==> src/pkg/ssl_pkg.sv <==
// constants and types for the software stack literal instruction group
package ssl_pkg;
  localparam int ADDR_W = 12;
  localparam int PC_W = 21;
  localparam int QCNT_W = 2;
  localparam logic [1:0] Q_LAST = 2'h3;
  localparam logic [7:0] OPC_PUSH = 8'hFA;
  localparam logic [7:0] OPC_SUBP = 8'hE9;
  localparam logic [7:0] OPC_MOVE1 = 8'hEB;
  localparam logic [3:0] OPC_MOVE2 = 4'hF;
  localparam logic [1:0] SEL_STACK = 2'h2;
  localparam logic [1:0] SEL_RET = 2'h3;
  localparam logic [7:0] ZERO_BYTE = 8'h00;
  localparam logic [ADDR_W-1:0] PTR_RESET = 12'h000;
  localparam logic [ADDR_W-1:0] IND_LO = 12'hFE0;
  localparam logic [ADDR_W-1:0] IND_HI = 12'hFEF;
  typedef enum logic [2:0] {
    SSL_IDLE = 3'b000,
    SSL_EXEC = 3'b001,
    SSL_RETNOP = 3'b010,
    SSL_MOVE2 = 3'b011,
    SSL_MOVE_WR = 3'b100
  } ssl_state_e;
endpackage : ssl_pkg

==> src/logic/ssl_exec.sv <==
// execution logic for push literal, subtract from pointer, subtract and return, indexed move
`timescale 1ns/1ps
`default_nettype none
// Notes on behaviour
// [RULE1] push writes the 8-bit literal to data memory at the stack pointer.
// [RULE2] after the push store, the whole stack pointer drops by one.
// [RULE3] subtract-from-pointer takes the 6-bit literal from the pointer chosen by the two-bit field.
// [RULE4] a selector field of 11 decodes as subtract-and-return, working on the stack pointer.
// [RULE5] subtract-and-return subtracts the literal from the stack pointer and loads the pc from the return stack top.
// [RULE6] subtract-and-return takes two instruction cycles, the second one a no-operation.
// [RULE7] indexed move adds two 7-bit offsets to the stack pointer for source and destination and copies the byte.
// [RULE8] an indexed move source on an indirect register reads 00h, a destination there makes it a no-operation.
// [RULE9] push and subtract-from-pointer take one cycle, and no instruction here touches status flags.
module ssl_exec
  import ssl_pkg::*;
#(
  parameter int AW = ADDR_W,
  parameter int PW = PC_W
) (
  input wire logic CLK,
  input wire logic RST_B,
  input wire logic INSTR_VALID,
  input wire logic [15:0] INSTR_WORD,
  output logic INSTR_READY,
  output logic CYCLE_STROBE,
  output logic BUSY,
  output logic [AW-1:0] PTR0,
  output logic [AW-1:0] PTR1,
  output logic [AW-1:0] STACK_PTR,
  output logic MEM_RD,
  output logic MEM_WR,
  output logic [AW-1:0] MEM_ADDR,
  output logic [7:0] MEM_WDATA,
  input wire logic [7:0] MEM_RDATA,
  input wire logic [PW-1:0] RET_TOP,
  output logic RET_POP,
  output logic PC_LOAD,
  output logic [PW-1:0] PC_VALUE,
  output logic FLAGS_WE
);
  // indirect access register window
  function automatic logic is_indirect(input logic [AW-1:0] a);
    return (a >= IND_LO) && (a <= IND_HI);
  endfunction : is_indirect

  // offset add wraps inside the data space
  function automatic logic [AW-1:0] offset_addr(
    input logic [AW-1:0] base,
    input logic [6:0] off
  );
    return AW'(base + AW'(off));
  endfunction : offset_addr

  // literal is unsigned, so a low pointer wraps to the top
  function automatic logic [AW-1:0] sub_lit(
    input logic [AW-1:0] p,
    input logic [5:0] k
  );
    return AW'(p - AW'(k));
  endfunction : sub_lit

  function automatic logic is_push(input logic [15:0] w);
    return w[15:8] == OPC_PUSH;
  endfunction : is_push

  function automatic logic is_sub_ptr(input logic [15:0] w);
    return w[15:8] == OPC_SUBP;
  endfunction : is_sub_ptr

  function automatic logic is_move_src(input logic [15:0] w);
    return w[15:7] == {OPC_MOVE1, 1'b1};
  endfunction : is_move_src

  // any 1111 word closes a pending move, even one shaped like a push
  function automatic logic is_move_dst(input logic [15:0] w);
    return w[15:12] == OPC_MOVE2;
  endfunction : is_move_dst

  typedef struct packed {
    ssl_state_e state;
    logic [AW-1:0] ptr0;
    logic [AW-1:0] ptr1;
    logic [AW-1:0] ptr2;
    logic [6:0] src_off;
    logic mem_rd;
    logic mem_wr;
    logic [AW-1:0] mem_addr;
    logic [7:0] mem_wdata;
    logic ret_pop;
    logic pc_load;
    logic [PW-1:0] pc_value;
  } ssl_exec_s;

  ssl_exec_s st_reg;
  ssl_exec_s st_next;
  logic q_last;
  logic take;
  logic do_push;
  logic do_sub;
  logic do_move_src;
  logic do_move_dst;
  logic [1:0] sel;
  logic [5:0] lit6;
  logic [AW-1:0] word_addr;
  logic [AW-1:0] held_src;
  logic [7:0] src_byte;

  ssl_qphase u_qphase (
    .clk(CLK),
    .rst_b(RST_B),
    .q_last(q_last)
  );

  assign take = INSTR_READY && INSTR_VALID;
  assign do_push = take && is_push(INSTR_WORD); // RULE1
  assign do_sub = take && is_sub_ptr(INSTR_WORD); // RULE3
  assign do_move_src = take && is_move_src(INSTR_WORD); // RULE7
  assign do_move_dst = take && is_move_dst(INSTR_WORD); // RULE7
  assign sel = INSTR_WORD[7:6];
  assign lit6 = INSTR_WORD[5:0];
  assign word_addr = offset_addr(st_reg.ptr2, INSTR_WORD[6:0]); // RULE7
  // stack pointer holds still while a move waits, so the source is rebuilt from its offset
  assign held_src = offset_addr(st_reg.ptr2, st_reg.src_off); // RULE7
  // indirect source reads as zero without a real read
  assign src_byte = is_indirect(held_src) ? ZERO_BYTE : MEM_RDATA; // RULE8

  always_comb begin
    st_next = st_reg;
    st_next.mem_rd = 1'b0;
    st_next.mem_wr = 1'b0;
    st_next.ret_pop = 1'b0;
    st_next.pc_load = 1'b0;
    // state moves only at the end of an instruction cycle
    if (q_last) begin
      case (st_reg.state)
        SSL_IDLE: begin
          if (do_push) begin
            st_next.mem_wr = 1'b1; // RULE1
            st_next.mem_addr = st_reg.ptr2; // RULE1
            st_next.mem_wdata = INSTR_WORD[7:0]; // RULE1
            st_next.ptr2 = AW'(st_reg.ptr2 - 1'b1); // RULE2
          end else if (do_sub) begin
            case (sel)
              2'h0: begin
                st_next.ptr0 = sub_lit(st_reg.ptr0, lit6); // RULE3
              end
              2'h1: begin
                st_next.ptr1 = sub_lit(st_reg.ptr1, lit6); // RULE3
              end
              SEL_STACK: begin
                st_next.ptr2 = sub_lit(st_reg.ptr2, lit6); // RULE3
              end
              SEL_RET: begin
                st_next.ptr2 = sub_lit(st_reg.ptr2, lit6); // RULE4 RULE5
                st_next.pc_load = 1'b1; // RULE5
                st_next.pc_value = RET_TOP; // RULE5
                st_next.ret_pop = 1'b1; // RULE5
                st_next.state = SSL_RETNOP; // RULE6
              end
              default: begin
                st_next.state = SSL_IDLE;
              end
            endcase
          end else if (do_move_src) begin
            // source read goes out now, its data is taken at the next cycle end
            st_next.src_off = INSTR_WORD[6:0]; // RULE7
            st_next.mem_addr = word_addr; // RULE7
            st_next.mem_rd = !is_indirect(word_addr); // RULE8
            st_next.state = SSL_MOVE2;
          end else begin
            // unknown words retire as a one-cycle no-operation
            st_next.state = SSL_IDLE; // RULE9
          end
        end
        SSL_RETNOP: begin
          // fetch address changes here, so no word is taken
          st_next.state = SSL_IDLE; // RULE6
        end
        SSL_MOVE2: begin
          if (do_move_dst) begin
            st_next.mem_wdata = src_byte; // RULE8
            st_next.mem_addr = word_addr; // RULE7
            st_next.mem_wr = !is_indirect(word_addr); // RULE8
            st_next.state = SSL_IDLE;
          end
        end
        default: begin
          st_next.state = SSL_IDLE;
        end
      endcase
    end
  end

  always_ff @(posedge CLK or negedge RST_B) begin
    if (!RST_B) begin
      st_reg <= '0;
      st_reg.state <= SSL_IDLE;
      st_reg.ptr0 <= PTR_RESET;
      st_reg.ptr1 <= PTR_RESET;
      st_reg.ptr2 <= PTR_RESET;
    end else begin
      st_reg <= st_next;
    end
  end

  // ready only outside the return no-operation cycle
  assign INSTR_READY = q_last && (st_reg.state != SSL_RETNOP); // RULE6 RULE9
  assign CYCLE_STROBE = q_last;
  assign BUSY = (st_reg.state != SSL_IDLE);

  assign PTR0 = st_reg.ptr0;
  assign PTR1 = st_reg.ptr1;
  assign STACK_PTR = st_reg.ptr2;

  assign MEM_RD = st_reg.mem_rd;
  assign MEM_WR = st_reg.mem_wr;
  assign MEM_ADDR = st_reg.mem_addr;
  assign MEM_WDATA = st_reg.mem_wdata;

  assign RET_POP = st_reg.ret_pop;
  assign PC_LOAD = st_reg.pc_load;
  assign PC_VALUE = st_reg.pc_value;
  assign FLAGS_WE = 1'b0; // RULE9
endmodule : ssl_exec
`default_nettype wire

==> src/logic/ssl_qphase.sv <==
// quarter-cycle divider: one-cycle pulse at the last quarter of each instruction cycle
`timescale 1ns/1ps
`default_nettype none
module ssl_qphase
  import ssl_pkg::*;
(
  input wire logic clk,
  input wire logic rst_b,
  output logic q_last
);
  typedef struct packed {
    logic [QCNT_W-1:0] cnt;
  } ssl_q_s;
  ssl_q_s st_reg;
  ssl_q_s st_next;
  always_comb begin
    st_next = st_reg;
    st_next.cnt = QCNT_W'(st_reg.cnt + 1'b1);
  end
  always_ff @(posedge clk or negedge rst_b) begin
    if (!rst_b) begin
      st_reg <= '0;
    end else begin
      st_reg <= st_next;
    end
  end
  assign q_last = (st_reg.cnt == Q_LAST);
endmodule : ssl_qphase
`default_nettype wire

==> config.mk <==
export PLATFORM = sky130hd
export DESIGN_NAME = ssl_exec
export DESIGN_NICKNAME = d
export VERILOG_FILES = /design/src/pkg/ssl_pkg.sv /design/src/logic/ssl_exec.sv /design/src/logic/ssl_qphase.sv
export SDC_FILE = /design/constraint.sdc
export NUM_CORES = 1
export LEC_CHECK = 0
export BUFFER_PORTS_ARGS = -buffer_cell sky130_fd_sc_hd__buf_2
export CORE_MARGIN = 2
export CORE_UTILIZATION = 50
export CTS_BUF_LIST = sky130_fd_sc_hd__clkbuf_8
export DETAILED_ROUTE_END_ITERATION = 8
export PLACE_DENSITY = 0.74
export RECOVER_POWER = 25
export SLEW_MARGIN = 5
export SYNTH_ARGS = -nofsm -noshare
export SYNTH_HDL_FRONTEND = slang
export SYNTH_SLANG_ARGS = --single-unit
==> constraint.sdc <==
create_clock -name CLK -period 2.4 [get_ports CLK]
set_input_delay 0 -clock CLK [delete_from_list [all_inputs] [get_ports CLK]]
set_output_delay 0 -clock CLK [all_outputs]
set_load 0.005 [all_outputs]
# Word-level counts from Yosys, hierarchy flattened
# Index checks and enable logic that the tools add are counted.
op_classes:
  n_lt_le_gt_ge: 4
  mux: 28
  n_bitwise: 2
  n_addsub: 7
  reduce_logical: 24
  n_eq_ne: 16
op_table:
  columns: ["cell", "n"]
  rows:
  - ["$mux 23", 4]
  - ["$mux 12", 7]
  - ["$mux 45", 1]
  - ["$pmux 21 s2", 1]
  - ["$mux 36", 1]
  - ["$sub 12x6->12", 3]
  - ["$mux 27", 1]
  - ["$reduce_and 5->1", 5]
  - ["$add 12x7->12", 2]
  - ["$ge 12x12->1 const B", 2]
  - ["$le 12x12->1 const B", 2]
  - ["$mux 21", 1]
  - ["$eq 8x8->1 const B", 2]
  - ["$mux 8", 2]
  - ["$reduce_and 4->1", 3]
  - ["$sub 12x1->12 const B", 1]
  - ["$eq 9x9->1 const B", 1]
  - ["$mux 3", 3]
  - ["$logic_and 1x1->1", 8]
  - ["$eq 2x2->1 const B", 3]
  - ["$ne 2x2->1 const B", 3]
  - ["$ne 3x2->1 const B", 2]
  - ["$ne 3x3->1 const B", 2]
  - ["$pmux 3 s2", 1]
  - ["other kinds (13)", 20]
word_totals:
  input_bits: 48
  reg_bits: 93
  wordCells: 94
  output_inout_bits: 85

# Depth between registers and ports, before layout
depth:
  ltp_word: 9
  ltp_mapped: 11
  ltp_nobuf: 11

# Cells and area by module
# From an unflattened synthesis, not the netlist that was laid out.
hier_totals:
  hier_cells: 711
  area_unflattened_um2: 6222.2
modules_own_cells:
  columns: ["mod", "area_per_inst_um2", "seq_area_each_um2", "n_inst", "cells_each"]
  rows:
  - ["ssl_exec", 6155.9, 2227.1, 1, 707]
  - ["ssl_qphase", 66.3, 50.0, 1, 4]

# Least setup slack after synthesis
# OpenSTA, ideal clock, no wires.
synth_path:
  kind: "reg2reg"
  from: "reg st_reg, in the netlist STACK_PTR[1]"
  to: "reg st_reg, in the netlist MEM_WDATA[0]"
  setup_ns: 0.124
  slack_ns: -0.082
  path_buffers: 0
  stages_incl_launch_ff: 10
  period_less_slack_ns: 2.482
  arrival_ns: 2.358
  required_time_ns: 2.276
  cell_sequence: "dfrtp_1 inv_1 fa_1 nor2b_1 o2111a_1 a21oi_1 a2111oi_0 o2111ai_1 nand4_1 a21oi_1"
synth_between:
  elab_chain_len: 6
  word_cells_on_any_way: 7
  classes_between: "add/sub (1); order compare (2); mux (3); reduce/logical (1)"
synth_rtl:
  columns: ["item", "line", "text"]
  rows:
  - ["start, declared", "ssl_exec.sv:94", "ssl_exec_s st_reg;"]
  - ["start signal, assigned", "ssl_exec.sv:202", "st_reg <= st_next;"]
  - ["$add 12x7->12 *", "ssl_exec.sv:51", "return AW'(base + AW'(off));"]
  - ["$ge 12x12->1 / $le 12x12->1 (equally long branches)", "ssl_exec.sv:43", "return (a >= IND_LO) && (a <= IND_HI);"]
  - ["$logic_and 1x1->1 *", "ssl_exec.sv:43", null]
  - ["$mux 8 *", "ssl_exec.sv:125", "assign src_byte = is_indirect(held_src) ? ZERO_BYTE : MEM_RDATA;"]
  - ["$mux 21 *", "ssl_exec.sv:180", "if (do_move_dst) begin"]
  - ["$pmux 21 s2 *", "ssl_exec.sv:135", "case (st_reg.state)"]
# Every way passes the cells marked *; elsewhere a longest branch is shown, timed or not. The select of a mux whose other input is x is not followed.
# A chain may end at the register's enable or synchronous reset.

# Worst setup path after layout
layout_path:
  from: "reg st_reg, in the netlist STACK_PTR[0]"
  to: "reg st_reg, in the netlist MEM_WDATA[1]"
# Same word-level chain as after synthesis.

==> results.cfg <==
[critical_path]
crit_type = reg -> reg
crit_arrival_ns = 2.74
cp-end-kind = flip-flop
cp.required_ns = 2.70
cp-start-kind = flip-flop
worst-path-max-fanout = 8

[pwr]
total_power_mw = 2.86
powerDensity_mw_per_mm2 = 361
leakagePower_nw = 3.98
vdd.ir_drop.worst_v = 0.000484

[logic_synthesis]
synth_common_cells = dfrtp_1, buf_4, nor2_1
yosysMostFrequentCell = dfrtp_1
ys.warnings.count = 0
synthTopCellsByArea = dfrtp_1, buf_4, ha_1
syn_nets = 797
synthDistinctLibCells = 65
synth_seq_cells = 91
async_reset_ff_share_pct = 100
ys_seq_area_share_pct = 36.0
synth_top_area_share_pct = 36.0
synth_edf_count = 0
synth_area_sq_mm = 0.00632
netlist_instances = 706
ys.flop_type = dfrtp_1
avgSynthCellArea_sq_um = 8.96
yosys.area.top_type = dfrtp_1

[drt]
drt-initial-drc-count = 397
wire_per_inst_um = 18.2
vias_per_cell = 5.62
wirelength_mm = 18.6
dr.pass1.iters = 5
via_count = 5743
drc = 0
final_antenna_net_count = 0

[die]
core_sq_mm = 0.0125
die_x_um = 116
rows = 41
fp.dieH_um = 116
dieArea_sq_mm = 0.0136
ioPinCount = 133
start_util_pct = 50.7

[timing]
slew_violations = 0
slew_headroom_pct = 30.5
final.min_clock_period_ns = 2.44
hold_slack_ns = 0.0156
rsz0062_at_grt = true
clock_skew_ns = 0.0101
timing_hold_violations_final = 0
max_freq_mhz = 410
setup_ws_ns = -0.0380
worst_pin_slew_ns = 1.04
fin_crit_sh_pct = 102
setup_violations = 4

[finish]
final_cells = 1022
drive_gt1_share_pct = 34.5
largest_reg_flops = 21
fillers = 1009
syn2layout_area_growth_pct = 25.2
nNetsFinal = 937
num_antenna_cells = 0

[clock_tree]
cts_sinks = 91
clkTransAtPathRegs_ns = 0.09
cts_max_level = 3
tritoncts = done
cts_root_buf = clkbuf_8
numCtsBuffers = 9
clk_latency_ns = 0.37
cts.path.max_buffers = 2

[flow_run]
max-cap-violations = 0

[placed_design]
port_buffers = 131
pre_cts_ws_ns = -0.0941
hpwlAfterDp_mm = 12.9
routabilityCongestion = 0.893
dp_cells = 959

[global_route]
grt_pass1_wl_mm = 28.0
overflow = 0
grt.total_usage_pct = 26.6
grt_pass1_vias = 5568
grt_max_degree = 40
antenna_found_initial = 0

[status]
status = finished with violations
violations = setup timing

[min_path]
hp-class = in -> reg
[per-layer routing]
layer,track usage [%],up-vias,routed length [um]
li1,-,2662,-
met1,33.9,2802,7520
met2,44.3,231,9370
met3,6.38,48,1170
met4,9.84,0,566
met5,0,-,0
[worst max-delay path: stages, from the launching register on]
cell	delay (ns)
dfrtp_1	0.40
ha_4	0.17
inv_2	0.04
fa_2	0.35
nor2b_4	0.13
o2111a_1	0.20
a21oi_2	0.05
buf_4	0.14
mux2i_1	0.12
o2111ai_1	0.20
buf_4	0.22
nand4_1	0.16
a21oi_2	0.19
[report_power, final]
part / switching, mW / internal (mW) / total, mW
logic: 0.192 / 0.166 / 0.358
registers: 0.0101 / 1.54 / 1.55
clock network: 0.531 / 0.419 / 0.950
total: 0.733 / 2.13 / 2.86
[cells by family after synthesis]
logic type	after synthesis	share of synthesized area [%]
and+or+nand+nor	214	17.4
AOI/OAI and AO/OA	165	16.1
buffers and inverters	141	13.3
DFF	91	36.0
adders and majority gates	43	9.10
xor gates and xnor gates	27	3.74
muxes	24	4.21
other	1	0.0593
[final timing paths]
path,from,to,slack [ns],depth (start not counted)
max in group asynchronous,RST_B,PTR1[5]$_DFFE_PN0P_,0.72,3
setup reg to reg,STACK_PTR[0]$_DFFE_PN0P_,MEM_WDATA[1]$_DFFE_PN0P_,-0.04,12
hold reg to reg,u_qphase.st_reg[0]$_DFF_PN0_,u_qphase.st_reg[0]$_DFF_PN0_,0.44,1
hold / removal,INSTR_WORD[10],MEM_WR$_DFF_PN0_,0.02,4
setup / recovery,STACK_PTR[0]$_DFFE_PN0P_,MEM_WDATA[1]$_DFFE_PN0P_,-0.04,12
min in group asynchronous,RST_B,PC_VALUE[13]$_DFFE_PN0P_,0.35,2
[final cells by class]
type / count / area [sq um] / share of cell area (%)
repair buffers: 233 / 1540 / 19.4
well taps: 172 / 215 / 2.72
clock inverters: 4 / 20.0 / 0.253
multi-input cells: 474 / 3570 / 45.1
clock buffers: 11 / 151 / 1.91
inverters: 37 / 141 / 1.79
flip-flops and latches: 91 / 2280 / 28.8
[timing repair]
action                                  4_1_cts  5_1_grt
endpoints found under the hold margin        66        0
pin swaps                                    17       31
setup buffers                                 4        8
gates resized for setup                      24       65
endpoints found under the setup margin       37       75
gates cloned                                  0        1
hold buffers                                 35        0
[cell usage in the layout, fill, tap and decap left out, types with 5 or more instances in the layout]
cell           count
a21o_1             8
a21oi_1           42
a21oi_2            8
a22oi_1            5
and3_1             6
buf_2            122
buf_4             59
clkbuf_1          10
clkbuf_8          11
dfrtp_1           87
dlygate4sd3_1     35
ha_1              27
ha_4               7
inv_1             35
mux2_2            18
nand2_1           52
nand2b_1           7
nand3_1            6
nand4_1           12
nor2_1            54
nor2b_1            7
nor3_1            17
nor3b_1            5
nor4_1             7
o21ai_0           38
o21ai_1           11
o31ai_1           11
or2_2              5
xnor2_1           13
xor2_1            14
[through the flow]
step	util (%)	area [sq um]	TNS, ns
2_1_floorplan	-	6330	0
3_3_place_gp	55.5	6920	0
3_5_place_dp	55.5	6920	-0.888
4_1_cts	60.8	7580	0
5_1_grt	63.5	7920	-0.975
6_report	63.5	7920	-0.0904
(Power assumes the default switching activity.)
